### config.mk
export PLATFORM = sky130hd
export DESIGN_NAME = pwmsd_top
export DESIGN_NICKNAME = d
export VERILOG_FILES = /design/src/rtl/pwmsd_pkg.sv /design/src/rtl/pwmsd_top.sv
export SDC_FILE = /design/constraint.sdc
export NUM_CORES = 1
export LEC_CHECK = 0
export BUFFER_PORTS_ARGS = -buffer_cell sky130_fd_sc_hd__buf_2
export CORE_ASPECT_RATIO = 2
export CORE_MARGIN = 8
export CORE_UTILIZATION = 25
export DETAILED_ROUTE_END_ITERATION = 7
export SLEW_MARGIN = 20
export SYNTH_ARGS = -nofsm -noshare
export SYNTH_HDL_FRONTEND = slang
export SYNTH_SLANG_ARGS = --single-unit
### constraint.sdc
create_clock -name i_sys_clk -period 6.2 [get_ports i_sys_clk]
set_input_delay 1.24 -clock i_sys_clk [delete_from_list [all_inputs] [get_ports i_sys_clk]]
set_output_delay 1.24 -clock i_sys_clk [all_outputs]
set_load 0.03 [all_outputs]
### src/rtl/pwmsd_pkg.sv
// package for the pwm shutdown and clock generation front end
// assumes one 25 MHz bus clock and a byte-wide register port
package pwmsd_pkg;

    // register port shape
    localparam int ADDR_W = 8;
    localparam int DATA_W = 8;
    localparam int NUM_CH = 6;

    // register offsets (byte addresses)
    localparam logic [7:0] OFF_SDN = 8'h00;
    localparam logic [7:0] OFF_CTL = 8'h04;
    localparam logic [7:0] OFF_PRCLK = 8'h08;
    localparam logic [7:0] OFF_SCLA = 8'h0C;
    localparam logic [7:0] OFF_SCLB = 8'h10;
    localparam logic [7:0] OFF_CLKSEL = 8'h14;
    localparam logic [7:0] OFF_CHEN = 8'h18;

    // shutdown control field positions
    localparam int SDN_FLAG_BIT = 7;
    localparam int SDN_IE_BIT = 6;
    localparam int SDN_RSTRT_BIT = 5;
    localparam int SDN_LVL_BIT = 4;
    localparam int SDN_PIN_BIT = 2;
    localparam int SDN_INL_BIT = 1;
    localparam int SDN_ENA_BIT = 0;

    // unit control field positions
    localparam int CTL_FRZ_BIT = 2;

    // prescale select fields
    localparam int PRCLK_A_LSB = 0;
    localparam int PRCLK_B_LSB = 4;
    localparam int PRESCALE_W = 7;

    // values after reset
    localparam logic [7:0] RST_BYTE = 8'h00;
    localparam logic [7:0] SCALE_ONE = 8'h01;

    // software-held shutdown settings
    typedef struct packed {
        logic irq_en;
        logic out_level;
        logic active_high;
        logic enable;
    } pwmsd_sdn_t;

    localparam pwmsd_sdn_t SDN_RST = '{irq_en: 1'b0, out_level: 1'b0, active_high: 1'b0, enable: 1'b0};

endpackage : pwmsd_pkg

### src/rtl/pwmsd_top.sv
// shutdown and clock generation front end of a six-channel 8-bit pwm unit
// assumes channel counters, waveforms and the pad live outside; pin input is synchronous
//
// Operation
// fault input change either way sets the change flag; write 1 clears, 0 leaves.
// interrupt request follows change flag only while interrupt enable is 1.
// restart accepted only with fault deasserted; channels resume at next counter zero.
// restart request bit always reads back as 0.
// clearing shutdown enable resumes channels only after their counters pass zero.
// active fault drives every enabled channel output to the shutdown level bit.
// status bit returns present level of the channel 5 fault pin.
// active-level bit selects low (0) or high (1) as the fault level.
// shutdown enable makes channel 5 an input; other bits matter only then.
// clocks a and b divide bus clock by 1 to 128 via 3-bit fields.
// freeze-stop bit with processor frozen gates off prescaler clock.
// prescaler clock gated off while all six channel enables are 0.
// 8-bit scale down counter reloads and pulses at 1, then divide by two.
// scale value zero counts as 256, giving division by 512.
// writing a scale value reloads its down counter at once.
// channels 0,1,4,5 pick a or sa; channels 2,3 pick b or sb.
// software avoids changing clock selects or scales while channels run.
// channel counters return to zero each period; pending restart acts there.
// prescale code n divides bus clock by 2 to the power n.
// select 0 picks prescaled, 1 scaled; forced levels hold until restart completes.
//
// Chosen here: the placing of the registers and the address-and-strobe port.
`timescale 1ns/10ps
`default_nettype none

module pwmsd_top (
    // clock and reset
    input wire logic i_sys_clk,
    input wire logic i_nrst,
    // register port
    input wire logic [pwmsd_pkg::ADDR_W-1:0] i_addr,
    input wire logic [pwmsd_pkg::DATA_W-1:0] i_wdata,
    input wire logic i_wr,
    input wire logic i_rd,
    output logic [pwmsd_pkg::DATA_W-1:0] o_rdata,
    // system
    input wire logic i_freeze,
    output logic o_irq,
    // channel logic side
    input wire logic [pwmsd_pkg::NUM_CH-1:0] i_ch_wave,
    input wire logic [pwmsd_pkg::NUM_CH-1:0] i_cnt_zero,
    output logic [pwmsd_pkg::NUM_CH-1:0] o_ch_out,
    output logic [pwmsd_pkg::NUM_CH-1:0] o_ch_clk_en,
    output logic [pwmsd_pkg::NUM_CH-1:0] o_ch_enable,
    // clock enables
    output logic o_clk_a_en,
    output logic o_clk_b_en,
    output logic o_clk_sa_en,
    output logic o_clk_sb_en,
    // fault pin
    input wire logic i_fault_pin,
    output logic o_ch5_pin_oe
);

    localparam int CH5 = 5;

    pwmsd_pkg::pwmsd_sdn_t sdn_r;
    logic flag_r;
    logic frz_r;
    logic [2:0] div_a_r;
    logic [2:0] div_b_r;
    logic [7:0] scale_r [0:1];
    logic [pwmsd_pkg::NUM_CH-1:0] clk_sel_r;
    logic [pwmsd_pkg::NUM_CH-1:0] ch_en_r;
    logic active_r;
    logic restart_pend_r;
    logic lvl_hold_r;
    logic [pwmsd_pkg::NUM_CH-1:0] shut_r;
    logic [pwmsd_pkg::NUM_CH-1:0] out_r;
    logic [pwmsd_pkg::PRESCALE_W-1:0] pre_cnt_r;
    logic [7:0] scl_cnt_r [0:1];
    logic [1:0] half_r;
    logic [pwmsd_pkg::DATA_W-1:0] rdata_r;

    logic wr_sdn;
    logic wr_ctl;
    logic wr_prclk;
    logic wr_clksel;
    logic wr_chen;
    logic fault_chg;
    logic ch_any;
    logic frz_stop;
    logic fault_now;
    logic pre_gate;
    logic [1:0] p_en;
    logic [1:0] s_en;
    logic [1:0] scl_wr;
    logic [2:0] div_sel [0:1];
    logic restart_req;
    logic [pwmsd_pkg::DATA_W-1:0] rd_nxt;

    assign wr_sdn = i_wr && (i_addr == pwmsd_pkg::OFF_SDN);
    assign wr_ctl = i_wr && (i_addr == pwmsd_pkg::OFF_CTL);
    assign wr_prclk = i_wr && (i_addr == pwmsd_pkg::OFF_PRCLK);
    assign wr_clksel = i_wr && (i_addr == pwmsd_pkg::OFF_CLKSEL);
    assign wr_chen = i_wr && (i_addr == pwmsd_pkg::OFF_CHEN);

    // fault is only meaningful with the feature on
    assign fault_now = sdn_r.enable && (i_fault_pin == sdn_r.active_high);

    // shutdown settings; flag and restart bits are handled in their own blocks
    always_ff @(posedge i_sys_clk or negedge i_nrst) begin
        if (!i_nrst) begin
            sdn_r <= pwmsd_pkg::SDN_RST;
        end else if (wr_sdn) begin
            sdn_r.irq_en <= i_wdata[pwmsd_pkg::SDN_IE_BIT];
            sdn_r.out_level <= i_wdata[pwmsd_pkg::SDN_LVL_BIT];
            sdn_r.active_high <= i_wdata[pwmsd_pkg::SDN_INL_BIT];
            sdn_r.enable <= i_wdata[pwmsd_pkg::SDN_ENA_BIT];
        end
    end

    always_ff @(posedge i_sys_clk or negedge i_nrst) begin
        if (!i_nrst) begin
            frz_r <= 1'b0;
        end else if (wr_ctl) begin
            frz_r <= i_wdata[pwmsd_pkg::CTL_FRZ_BIT];
        end
    end

    always_ff @(posedge i_sys_clk or negedge i_nrst) begin
        if (!i_nrst) begin
            div_a_r <= 3'h0;
            div_b_r <= 3'h0;
        end else if (wr_prclk) begin
            div_a_r <= i_wdata[pwmsd_pkg::PRCLK_A_LSB +: 3];
            div_b_r <= i_wdata[pwmsd_pkg::PRCLK_B_LSB +: 3];
        end
    end

    always_ff @(posedge i_sys_clk or negedge i_nrst) begin
        if (!i_nrst) begin
            clk_sel_r <= '0;
        end else if (wr_clksel) begin
            clk_sel_r <= i_wdata[pwmsd_pkg::NUM_CH-1:0];
        end
    end

    always_ff @(posedge i_sys_clk or negedge i_nrst) begin
        if (!i_nrst) begin
            ch_en_r <= '0;
        end else if (wr_chen) begin
            ch_en_r <= i_wdata[pwmsd_pkg::NUM_CH-1:0];
        end
    end

    // scale values are stored apart so their write strobe can reload the counters
    assign scl_wr[0] = i_wr && (i_addr == pwmsd_pkg::OFF_SCLA);
    assign scl_wr[1] = i_wr && (i_addr == pwmsd_pkg::OFF_SCLB);

    always_ff @(posedge i_sys_clk or negedge i_nrst) begin
        if (!i_nrst) begin
            scale_r[0] <= pwmsd_pkg::RST_BYTE;
            scale_r[1] <= pwmsd_pkg::RST_BYTE;
        end else begin
            if (scl_wr[0]) begin
                scale_r[0] <= i_wdata;
            end
            if (scl_wr[1]) begin
                scale_r[1] <= i_wdata;
            end
        end
    end

    assign fault_chg = (fault_now != active_r);

    // change flag: a new change in the clearing cycle keeps the flag set
    always_ff @(posedge i_sys_clk or negedge i_nrst) begin
        if (!i_nrst) begin
            active_r <= 1'b0;
            flag_r <= 1'b0;
        end else begin
            active_r <= fault_now;
            if (fault_chg) begin
                flag_r <= 1'b1;
            end else if (wr_sdn && i_wdata[pwmsd_pkg::SDN_FLAG_BIT]) begin
                flag_r <= 1'b0;
            end
        end
    end

    assign o_irq = flag_r && sdn_r.irq_en && sdn_r.enable;

    // restart is a trigger only; refused while the fault still stands
    assign restart_req = wr_sdn && i_wdata[pwmsd_pkg::SDN_RSTRT_BIT] && sdn_r.enable && !fault_now;

    always_ff @(posedge i_sys_clk or negedge i_nrst) begin
        if (!i_nrst) begin
            restart_pend_r <= 1'b0;
        end else if (fault_now) begin
            restart_pend_r <= 1'b0;
        end else if (restart_req) begin
            restart_pend_r <= 1'b1;
        end else if (shut_r == '0) begin
            restart_pend_r <= 1'b0;
        end
    end

    // level kept so a later write or disable cannot change a standing shutdown
    always_ff @(posedge i_sys_clk or negedge i_nrst) begin
        if (!i_nrst) begin
            lvl_hold_r <= 1'b0;
        end else if (fault_now) begin
            lvl_hold_r <= sdn_r.out_level;
        end
    end

    // per-channel shutdown hold and output stage
    genvar gi;
    generate
        for (gi = 0; gi < pwmsd_pkg::NUM_CH; gi++) begin : g_ch
            always_ff @(posedge i_sys_clk or negedge i_nrst) begin
                if (!i_nrst) begin
                    shut_r[gi] <= 1'b0;
                end else if (fault_now && ch_en_r[gi]) begin
                    shut_r[gi] <= 1'b1;
                end else if (i_cnt_zero[gi] && (restart_pend_r || !sdn_r.enable)) begin
                    shut_r[gi] <= 1'b0;
                end
            end

            // the fault is looked at directly so the forced level lands on the very next edge
            always_ff @(posedge i_sys_clk or negedge i_nrst) begin
                if (!i_nrst) begin
                    out_r[gi] <= 1'b0;
                end else if (ch_en_r[gi] && (fault_now || shut_r[gi])) begin
                    out_r[gi] <= fault_now ? sdn_r.out_level : lvl_hold_r;
                end else begin
                    out_r[gi] <= i_ch_wave[gi];
                end
            end

            // group b feeds channels 2 and 3, group a the rest
            if (gi == 2 || gi == 3) begin : g_grp_b
                assign o_ch_clk_en[gi] = clk_sel_r[gi] ? s_en[1] : p_en[1];
            end else begin : g_grp_a
                assign o_ch_clk_en[gi] = clk_sel_r[gi] ? s_en[0] : p_en[0];
            end
        end
    endgenerate

    assign o_ch_out = out_r;
    assign o_ch_enable = ch_en_r;

    // channel 5 pin becomes an input while shutdown is enabled
    assign o_ch5_pin_oe = ch_en_r[CH5] && !sdn_r.enable;

    // prescaler runs only while something can use it
    assign ch_any = (ch_en_r != '0);
    assign frz_stop = frz_r && i_freeze;
    assign pre_gate = ch_any && !frz_stop;

    always_ff @(posedge i_sys_clk or negedge i_nrst) begin
        if (!i_nrst) begin
            pre_cnt_r <= '0;
        end else if (pre_gate) begin
            pre_cnt_r <= pre_cnt_r + 1'b1;
        end
    end

    assign div_sel[0] = div_a_r;
    assign div_sel[1] = div_b_r;

    // scaled clocks; a reload on write avoids waiting out a stale count
    genvar gk;
    generate
        for (gk = 0; gk < 2; gk++) begin : g_scale
            logic [7:0] mask_w;
            logic [pwmsd_pkg::PRESCALE_W-1:0] mask;
            assign mask_w = 8'((9'h001 << div_sel[gk]) - 9'h001);
            assign mask = mask_w[pwmsd_pkg::PRESCALE_W-1:0];
            // code n ticks once every 2^n gated bus cycles
            assign p_en[gk] = pre_gate && ((pre_cnt_r & mask) == mask);

            always_ff @(posedge i_sys_clk or negedge i_nrst) begin
                if (!i_nrst) begin
                    scl_cnt_r[gk] <= pwmsd_pkg::SCALE_ONE;
                    half_r[gk] <= 1'b0;
                end else if (scl_wr[gk]) begin
                    scl_cnt_r[gk] <= i_wdata;
                end else if (p_en[gk]) begin
                    if (scl_cnt_r[gk] == pwmsd_pkg::SCALE_ONE) begin
                        scl_cnt_r[gk] <= scale_r[gk];
                        half_r[gk] <= ~half_r[gk];
                    end else begin
                        // zero wraps through 255 and so counts as 256
                        scl_cnt_r[gk] <= scl_cnt_r[gk] - 8'h01;
                    end
                end
            end

            // every second reload pulse is one scaled tick
            assign s_en[gk] = p_en[gk] && (scl_cnt_r[gk] == pwmsd_pkg::SCALE_ONE) && half_r[gk];
        end
    endgenerate

    assign o_clk_a_en = p_en[0];
    assign o_clk_b_en = p_en[1];
    assign o_clk_sa_en = s_en[0];
    assign o_clk_sb_en = s_en[1];

    // read mux; unmapped addresses read zero
    always_comb begin
        rd_nxt = '0;
        if (i_addr == pwmsd_pkg::OFF_SDN) begin
            rd_nxt[pwmsd_pkg::SDN_FLAG_BIT] = flag_r;
            rd_nxt[pwmsd_pkg::SDN_IE_BIT] = sdn_r.irq_en;
            rd_nxt[pwmsd_pkg::SDN_RSTRT_BIT] = 1'b0;
            rd_nxt[pwmsd_pkg::SDN_LVL_BIT] = sdn_r.out_level;
            rd_nxt[pwmsd_pkg::SDN_PIN_BIT] = i_fault_pin;
            rd_nxt[pwmsd_pkg::SDN_INL_BIT] = sdn_r.active_high;
            rd_nxt[pwmsd_pkg::SDN_ENA_BIT] = sdn_r.enable;
        end else if (i_addr == pwmsd_pkg::OFF_CTL) begin
            rd_nxt[pwmsd_pkg::CTL_FRZ_BIT] = frz_r;
        end else if (i_addr == pwmsd_pkg::OFF_PRCLK) begin
            rd_nxt[pwmsd_pkg::PRCLK_A_LSB +: 3] = div_a_r;
            rd_nxt[pwmsd_pkg::PRCLK_B_LSB +: 3] = div_b_r;
        end else if (i_addr == pwmsd_pkg::OFF_SCLA) begin
            rd_nxt = scale_r[0];
        end else if (i_addr == pwmsd_pkg::OFF_SCLB) begin
            rd_nxt = scale_r[1];
        end else if (i_addr == pwmsd_pkg::OFF_CLKSEL) begin
            rd_nxt[pwmsd_pkg::NUM_CH-1:0] = clk_sel_r;
        end else if (i_addr == pwmsd_pkg::OFF_CHEN) begin
            rd_nxt[pwmsd_pkg::NUM_CH-1:0] = ch_en_r;
        end
    end

    // read data stands only in the cycle after the strobe
    always_ff @(posedge i_sys_clk or negedge i_nrst) begin
        if (!i_nrst) begin
            rdata_r <= '0;
        end else if (i_rd) begin
            rdata_r <= rd_nxt;
        end else begin
            rdata_r <= '0;
        end
    end

    assign o_rdata = rdata_r;

endmodule : pwmsd_top

`default_nettype wire

==> reports/summary.txt, run 1 <==
status -> complete, no violations
clock-pin transition on the worst setup and hold timing paths -> 70 ps
worst-skew pair later-pin latency -> 350 ps
setup violators final -> 0
Tot GR Track Use -> 12.6%
H-Tree Depth -> 3
CP Max Fanout -> 18
Antenna diodes -> 0
Post-Syn Nets -> 532
max-slew violation count -> 0
share of cells above drive strength 1 -> 24.4%
DR vias -> 3,979
Starting Density -> 25.5%
filler cell count in the final layout -> 2,080
P per Cell Area -> 335 nW/um2
final hold viol count -> 0
Setup WS pre-CTS -> 1970 ps
buffer and inverter count on the worst path -> 2
Pleak -> 0.00271 uW
nets@finish -> 590
crit end category -> output pin
relative slew slack -> 43.5%
Routed Antenna Nets -> 0
Area growth syn-to-layout -> 18.4%
DRC errors left -> 0
Worst-Margin Slew -> 841 ps
Hold WC Path Type -> register to register
min Tclk post-route -> 4350 ps
Die Ht -> 212 um
critical path's slowest cell -> or3_2
post-cts resize count -> 0
die area -> 24,100 um2
first-pass GRT wire length -> 23.2 mm
row cnt -> 71
post-CTS setup buffers -> 0
DP HPWL -> 11.4 mm
setup_tns -> 0 ps
core area -> 18,800 um2
period utilization -> 70.1%
Synth Warn # -> 0
CP delay by family, top -> simple AND/OR/NAND/NOR gates
skew final -> 8.68 ps
cts-stage hold buffer count -> 0
drt total wl -> 14.7 mm
1st-iter DRT viols -> 274
max_cap viols -> 0
kind of critical path -> register to output pin
GP Congestion -> 0.868
total grt overflow -> 0
Primary FF master, synth -> dfrtp_1
Max Buffers Root-to-Sink -> 2
vias in the first global route -> 4,158
CP Data Required Time -> 4960 ps
syn avg cell area -> 9.77 um2
WP data arrival -> 3110 ps
crit-path max cell delay -> 520 ps
VDD IR max -> 0.147 mV
Synth Register Bits -> 88
Num Clock Sinks -> 88
die width -> 114 um
CP startpoint kind -> register
antenna violations before repair -> 0
sequential cell area fraction in the yosys report -> 46.0%
final setup margin -> 1850 ps
Vias/cell -> 4.92
Port-buffer cells -> 65
RSZ-0062 raised after global routing -> no
1st-pass router iterations -> 4
Top Ports -> 66
Mapped Cells -> 491
synthesized area -> 4800 um2
fmax -> 230 MHz
largest net degree at the start of global routing -> 78
post-detailed-route wirelength per cell -> 18.2 um
Synth async-reset ratio -> 100%
CTS tree -> done
number of CTS-inserted buffers -> 9
EDFF count, synth -> 0
Root Driver -> clkbuf_16
Unique masters post-synth -> 55
worst path cell trace -> or3_2 > ha_1 > or4b_4 > and3_1 > o221a_1 > buf_4 > a21boi_0 > buf_2
[through the flow]
stage          std cells  utilization [%]  area (um2)  hold slack, ps  power, uW
2_1_floorplan        491                -        4800             441       1180
3_3_place_gp         792             28.3        5340             456       1330
3_5_place_dp         792             28.3        5340             462       1330
4_1_cts              808             30.0        5650             475       1920
5_1_grt              809             30.2        5680             497       2020
6_report             809             30.2        5680             473       1910
[logic make-up (layout without fill, tap and decap cells)]
group                      after synthesis  in the layout  share of synthesized area (%)
and+or+nand+nor                        193            193                           18.6
AOI/OAI and AO/OA                      101            101                           15.4
DFF                                     88             88                           46.0
muxes                                   47             47                           10.7
buffers and inverters                   33             96                           3.52
xor gates and xnor gates                22             22                           4.02
adders and majority gates                7              7                           1.83
[report_power, final]
part	switching, uW	internal, uW
clock network	243	337
registers	112	664
logic	311	238
[synth_stat cells, types with 5 or more instances]
cell / instances / area [um2]
a21boi_0: 6 / 45.0
a21oi_1: 14 / 70.1
a22o_1: 10 / 87.6
and2_1: 6 / 37.5
and3_1: 8 / 50.1
buf_2: 5 / 25.0
clkbuf_1: 12 / 45.0
dfrtp_1: 86 / 2150
ha_1: 7 / 87.6
inv_1: 11 / 41.3
mux2_2: 33 / 372
mux2i_1: 14 / 140
nand2_1: 104 / 390
nand3_1: 9 / 45.0
nand4_1: 5 / 31.3
nor2_1: 23 / 86.3
nor2b_1: 8 / 50.1
nor3_1: 12 / 60.1
o2111ai_1: 6 / 52.6
o211ai_2: 6 / 75.1
o21ai_0: 29 / 145
xnor2_1: 11 / 96.3
xor2_1: 11 / 96.3
[state kept, by name (all words and copies together), names as in the netlist]
register,flops
o_ch_out,6
shut_r,6
restart_pend_r,1
div_a_r,3
lvl_hold_r,1
scale_r,16
active_r,1
clk_sel_r,6
pre_cnt_r,7
half_r,2
div_b_r,3
sdn_r,4
scl_cnt_r,16
frz_r,1
o_ch_enable,6
o_rdata,8
flag_r,1
[cells in the final DEF, fill, tap and decap left out, types with 5 or more instances in the layout]
| cell | n |
|---|---|
| a21boi_0 | 6 |
| a21oi_1 | 14 |
| a22o_1 | 10 |
| and2_1 | 6 |
| and3_1 | 8 |
| buf_2 | 64 |
| clkbuf_16 | 9 |
| dfrtp_1 | 86 |
| ha_1 | 7 |
| inv_1 | 11 |
| mux2_2 | 33 |
| mux2i_1 | 14 |
| nand2_1 | 104 |
| nand3_1 | 9 |
| nand4_1 | 5 |
| nor2_1 | 23 |
| nor2b_1 | 8 |
| nor3_1 | 12 |
| o2111ai_1 | 6 |
| o211ai_2 | 6 |
| o21ai_0 | 29 |
| xnor2_1 | 11 |
| xor2_1 | 11 |
[metal layers]
| layer | global-route usage (%) | vias up | share of wire (%) |
|---|---|---|---|
| li1 | - | 1857 | - |
| met2 | 22.4 | 128 | 54 |
| met3 | 1.74 | 50 | 3.6 |
| met4 | 10.7 | 0 | 6.6 |
| met1 | 12.6 | 1944 | 36 |
| met5 | 0 | - | 0 |
[layout make-up]
| type | count | area, um2 | area share (%) |
|---|---|---|---|
| Timing Repair Buffer | 69 | 378 | 6.65 |
| Sequential cell | 88 | 2200 | 38.8 |
| Clock buffer | 11 | 253 | 4.45 |
| Inverter | 11 | 41.3 | 0.727 |
| Tap cell | 255 | 319 | 5.62 |
| Clock inverter | 5 | 62.6 | 1.10 |
| Multi-Input combinational cell | 370 | 2420 | 42.7 |
[final timing paths]
check	startpoint	endpoint	slack, ps	cells past startpoint
worst max-delay path	div_b_r[2]	o_ch_clk_en[2]	1850	8
worst min-delay path	half_r[0]	half_r[0]	470	1
worst max register to register	div_b_r[2]	scl_cnt_r[1]	3380	8
worst min register to register	half_r[0]	half_r[0]	470	1
max in group asynchronous	i_nrst	scl_cnt_r[8]	4530	3
min in group asynchronous	i_nrst	scl_cnt_r[5]	710	1
[worst reg2reg max path, cell delays in order (launching register included)]
cell,delay (ps)
dfrtp_1,470
or3_2,530
ha_1,300
or4b_4,510
and3_1,180
o221a_1,230
buf_4,210
o2111ai_1,120
o311ai_2,150
Note: power is estimated with default switching activity, not from simulation.
==> run 2, diff against run 1 <==
==> constraint.sdc (replaced) <==
create_clock -name i_sys_clk -period 3.6 [get_ports i_sys_clk]
set_input_delay 0.72 -clock i_sys_clk [delete_from_list [all_inputs] [get_ports i_sys_clk]]
set_output_delay 0.72 -clock i_sys_clk [all_outputs]
set_load 0.03 [all_outputs]
==> reports/summary.txt, run 2 (synthesized netlist as in run 1, its figures left out) <==
Seq pwr share -> 40.3% (-0.4 points)
setup_tns -> 0 ps (unchanged)
final hold viol count -> 0 (unchanged)
core area -> 18,800 um2 (unchanged)
Root Driver -> clkbuf_16
Max Buffers Root-to-Sink -> 2 (unchanged)
clock network power share -> 29.9% (-0.6 points)
worst path cell trace -> or3_2 > ha_2 > or4b_4 > and3_1 > o221a_1 > a21boi_0 > buf_2
cts-stage hold buffer count -> 0 (unchanged)
Routed Antenna Nets -> 0 (unchanged)
Starting Density -> 25.5% (unchanged)
DP HPWL -> 11.4 mm (+0.38%)
H-Tree Depth -> 3 (unchanged)
Placed Instances -> 800 (+1.0%)
Antenna diodes -> 0 (unchanged)
skew final -> 6.11 ps (-2.56 ps)
Top Ports -> 66 (unchanged)
relative slew slack -> 45.6% (+2.0 points)
largest net degree at the start of global routing -> 64 (-18%)
die width -> 114 um (unchanged)
CP Data Required Time -> 2880 ps (-2080 ps)
DR vias -> 3,959 (-0.50%)
Area growth syn-to-layout -> 20.0%
post-detailed-route wirelength per cell -> 17.7 um (-2.7%)
DRC errors left -> 0 (unchanged)
internal reg-to-reg setup slack -> 770 ps (-2610 ps)
worst reg2reg path depth -> 9 (+1)
drt total wl -> 14.5 mm (-1.5%)
min Tclk post-route -> 3500 ps
RSZ-0062 raised after global routing -> no
Die Ht -> 212 um (unchanged)
die area -> 24,100 um2 (unchanged)
R2R Path End -> scl_cnt_r[1]
worst-skew pair later-pin latency -> 350 ps (about the same)
Num Clock Sinks -> 88 (unchanged)
CP startpoint kind -> register
Tot GR Track Use -> 12.4% (-0.18 points)
CTS tree -> done
Vias/cell -> 4.83 (-1.7%)
nets@finish -> 600 (+1.7%)
Tot Pwr -> 3310 uW (+73%)
WP data arrival -> 2780 ps (-330 ps)
fmax -> 285 MHz
antenna violations before repair -> 0 (unchanged)
max_cap viols -> 0 (unchanged)
row cnt -> 71 (unchanged)
total grt overflow -> 0 (unchanged)
share of cells above drive strength 1 -> 26.6% (+2.2 points)
first-pass GRT wire length -> 22.8 mm (-1.6%)
Pleak -> 0.00275 uW (+1.6%)
crit end category -> output pin
Worst-Margin Slew -> 817 ps (-24.1 ps)
most frequent cells in the layout -> 104 x nand2_1, 84 x dfrtp_1, 63 x buf_2
CP Max Fanout -> 8 (-10)
CP delay by family, top -> simple AND/OR/NAND/NOR gates
GP Congestion -> 0.924 (+6.4%)
most common cell after layout, fill and taps aside -> nand2_1
P per Cell Area -> 575 nW/um2 (+71%)
1st-pass router iterations -> 4 (unchanged)
Worst R2R Start -> div_b_r[0]
clock-pin transition on the worst setup and hold timing paths -> 70 ps (about the same)
max-slew violation count -> 0 (unchanged)
setup violators final -> 0 (unchanged)
period utilization -> 97.4%
Sw Ratio -> 35.2% (+0.23 points)
status -> complete, no violations
Post-Route Utilization -> 30.6% (+0.39 points)
vias in the first global route -> 4,190 (+0.77%)
Hold WC Path Type -> input port to asynchronous set/reset pin
P_sw -> 1160 uW (+75%)
number of CTS-inserted buffers -> 9 (unchanged)
VDD IR max -> 0.255 mV (+74%)
buffer and inverter count on the worst path -> 1 (-1)
combinational fraction of design power -> 29.8% (+1.0 points)
critical path's slowest cell -> or4b_4
crit-path max cell delay -> 500 ps (-20 ps)
Int Pwr -> 2140 uW (+73%)
1st-iter DRT viols -> 206 (-25%)
kind of critical path -> register to output pin
non-filler cells, final -> 819 (+1.2%)
Port-buffer cells -> 65 (unchanged)
## run 2: changes by cell type in the layout (fill, tap and decap cells not counted), moves of 2 or more
| cell | before | now |
|---|---|---|
| buf_4 | 4 | 15 |
| clkinv_4 | 0 | 2 |
| dfrtp_1 | 86 | 84 |
| dfrtp_2 | 0 | 2 |
## run 2: repair_timing
item	CTS	global route
gates resized for setup	1	6
setup buffers	0	3
pin swaps	0	1
endpoints found under the setup margin	2	7
## run 2: worst reg2reg max path, stage by stage (launching register included)
cell       delay [ps]
dfrtp_2           450
or3_2             440
ha_2              250
or4b_4            500
and3_1            180
o221a_1           280
buf_4             150
buf_4             200
o2111ai_1         120
o311ai_2          140
## run 2: worst max path at each step
stage	from	to	slack, ps	cells past startpoint
detailed placement	div_b_r[0]	o_ch_clk_en[2]	370	7
global route	div_a_r[1]	o_ch_clk_en[5]	7	9
floorplan	div_b_r[1]	o_ch_clk_en[2]	110	9
global placement	div_b_r[0]	o_ch_clk_en[2]	420	7
finish	div_b_r[0]	o_ch_clk_en[2]	100	7
CTS	div_b_r[0]	o_ch_clk_en[2]	60	7
## run 2: cell type report
class,instances,area (um2)
timing repair buffer,79,435
sequential,88,2210
inverter,11,41.3
clock inverter,6,75.1
clock buffer,10,239
tap,255,319
fill,2073,13100
multi-input combinational,370,2440
## run 2: metal layers
layer  wire, um  track usage, %  up-vias
li1           -               -     1890
met1       5180            11.9     1964
met2       8210            23.7       75
met3        393            1.77       30
met4        736            8.28        0
met5          0               0        -
## run 2: power groups by stage
stage	Sequential (uW)	Clock (uW)	Combinational (uW)
3_3_place_gp	1350	0	960
6_report	1330	989	986
2_1_floorplan	1300	0	743
5_1_grt	1360	1050	1100
3_5_place_dp	1350	0	971
4_1_cts	1330	1010	975
## run 2: per-stage QoR
step / hold WS, ps / cell area [um2] / worst slack (ps)
after floorplan: 424 / 4800 / 110
after global placement: 456 / 5400 / 421
after detailed placement: 462 / 5400 / 371
after CTS: 472 / 5720 / 55.5
after global routing: 484 / 5760 / 7.36
final: 453 / 5760 / 95.1
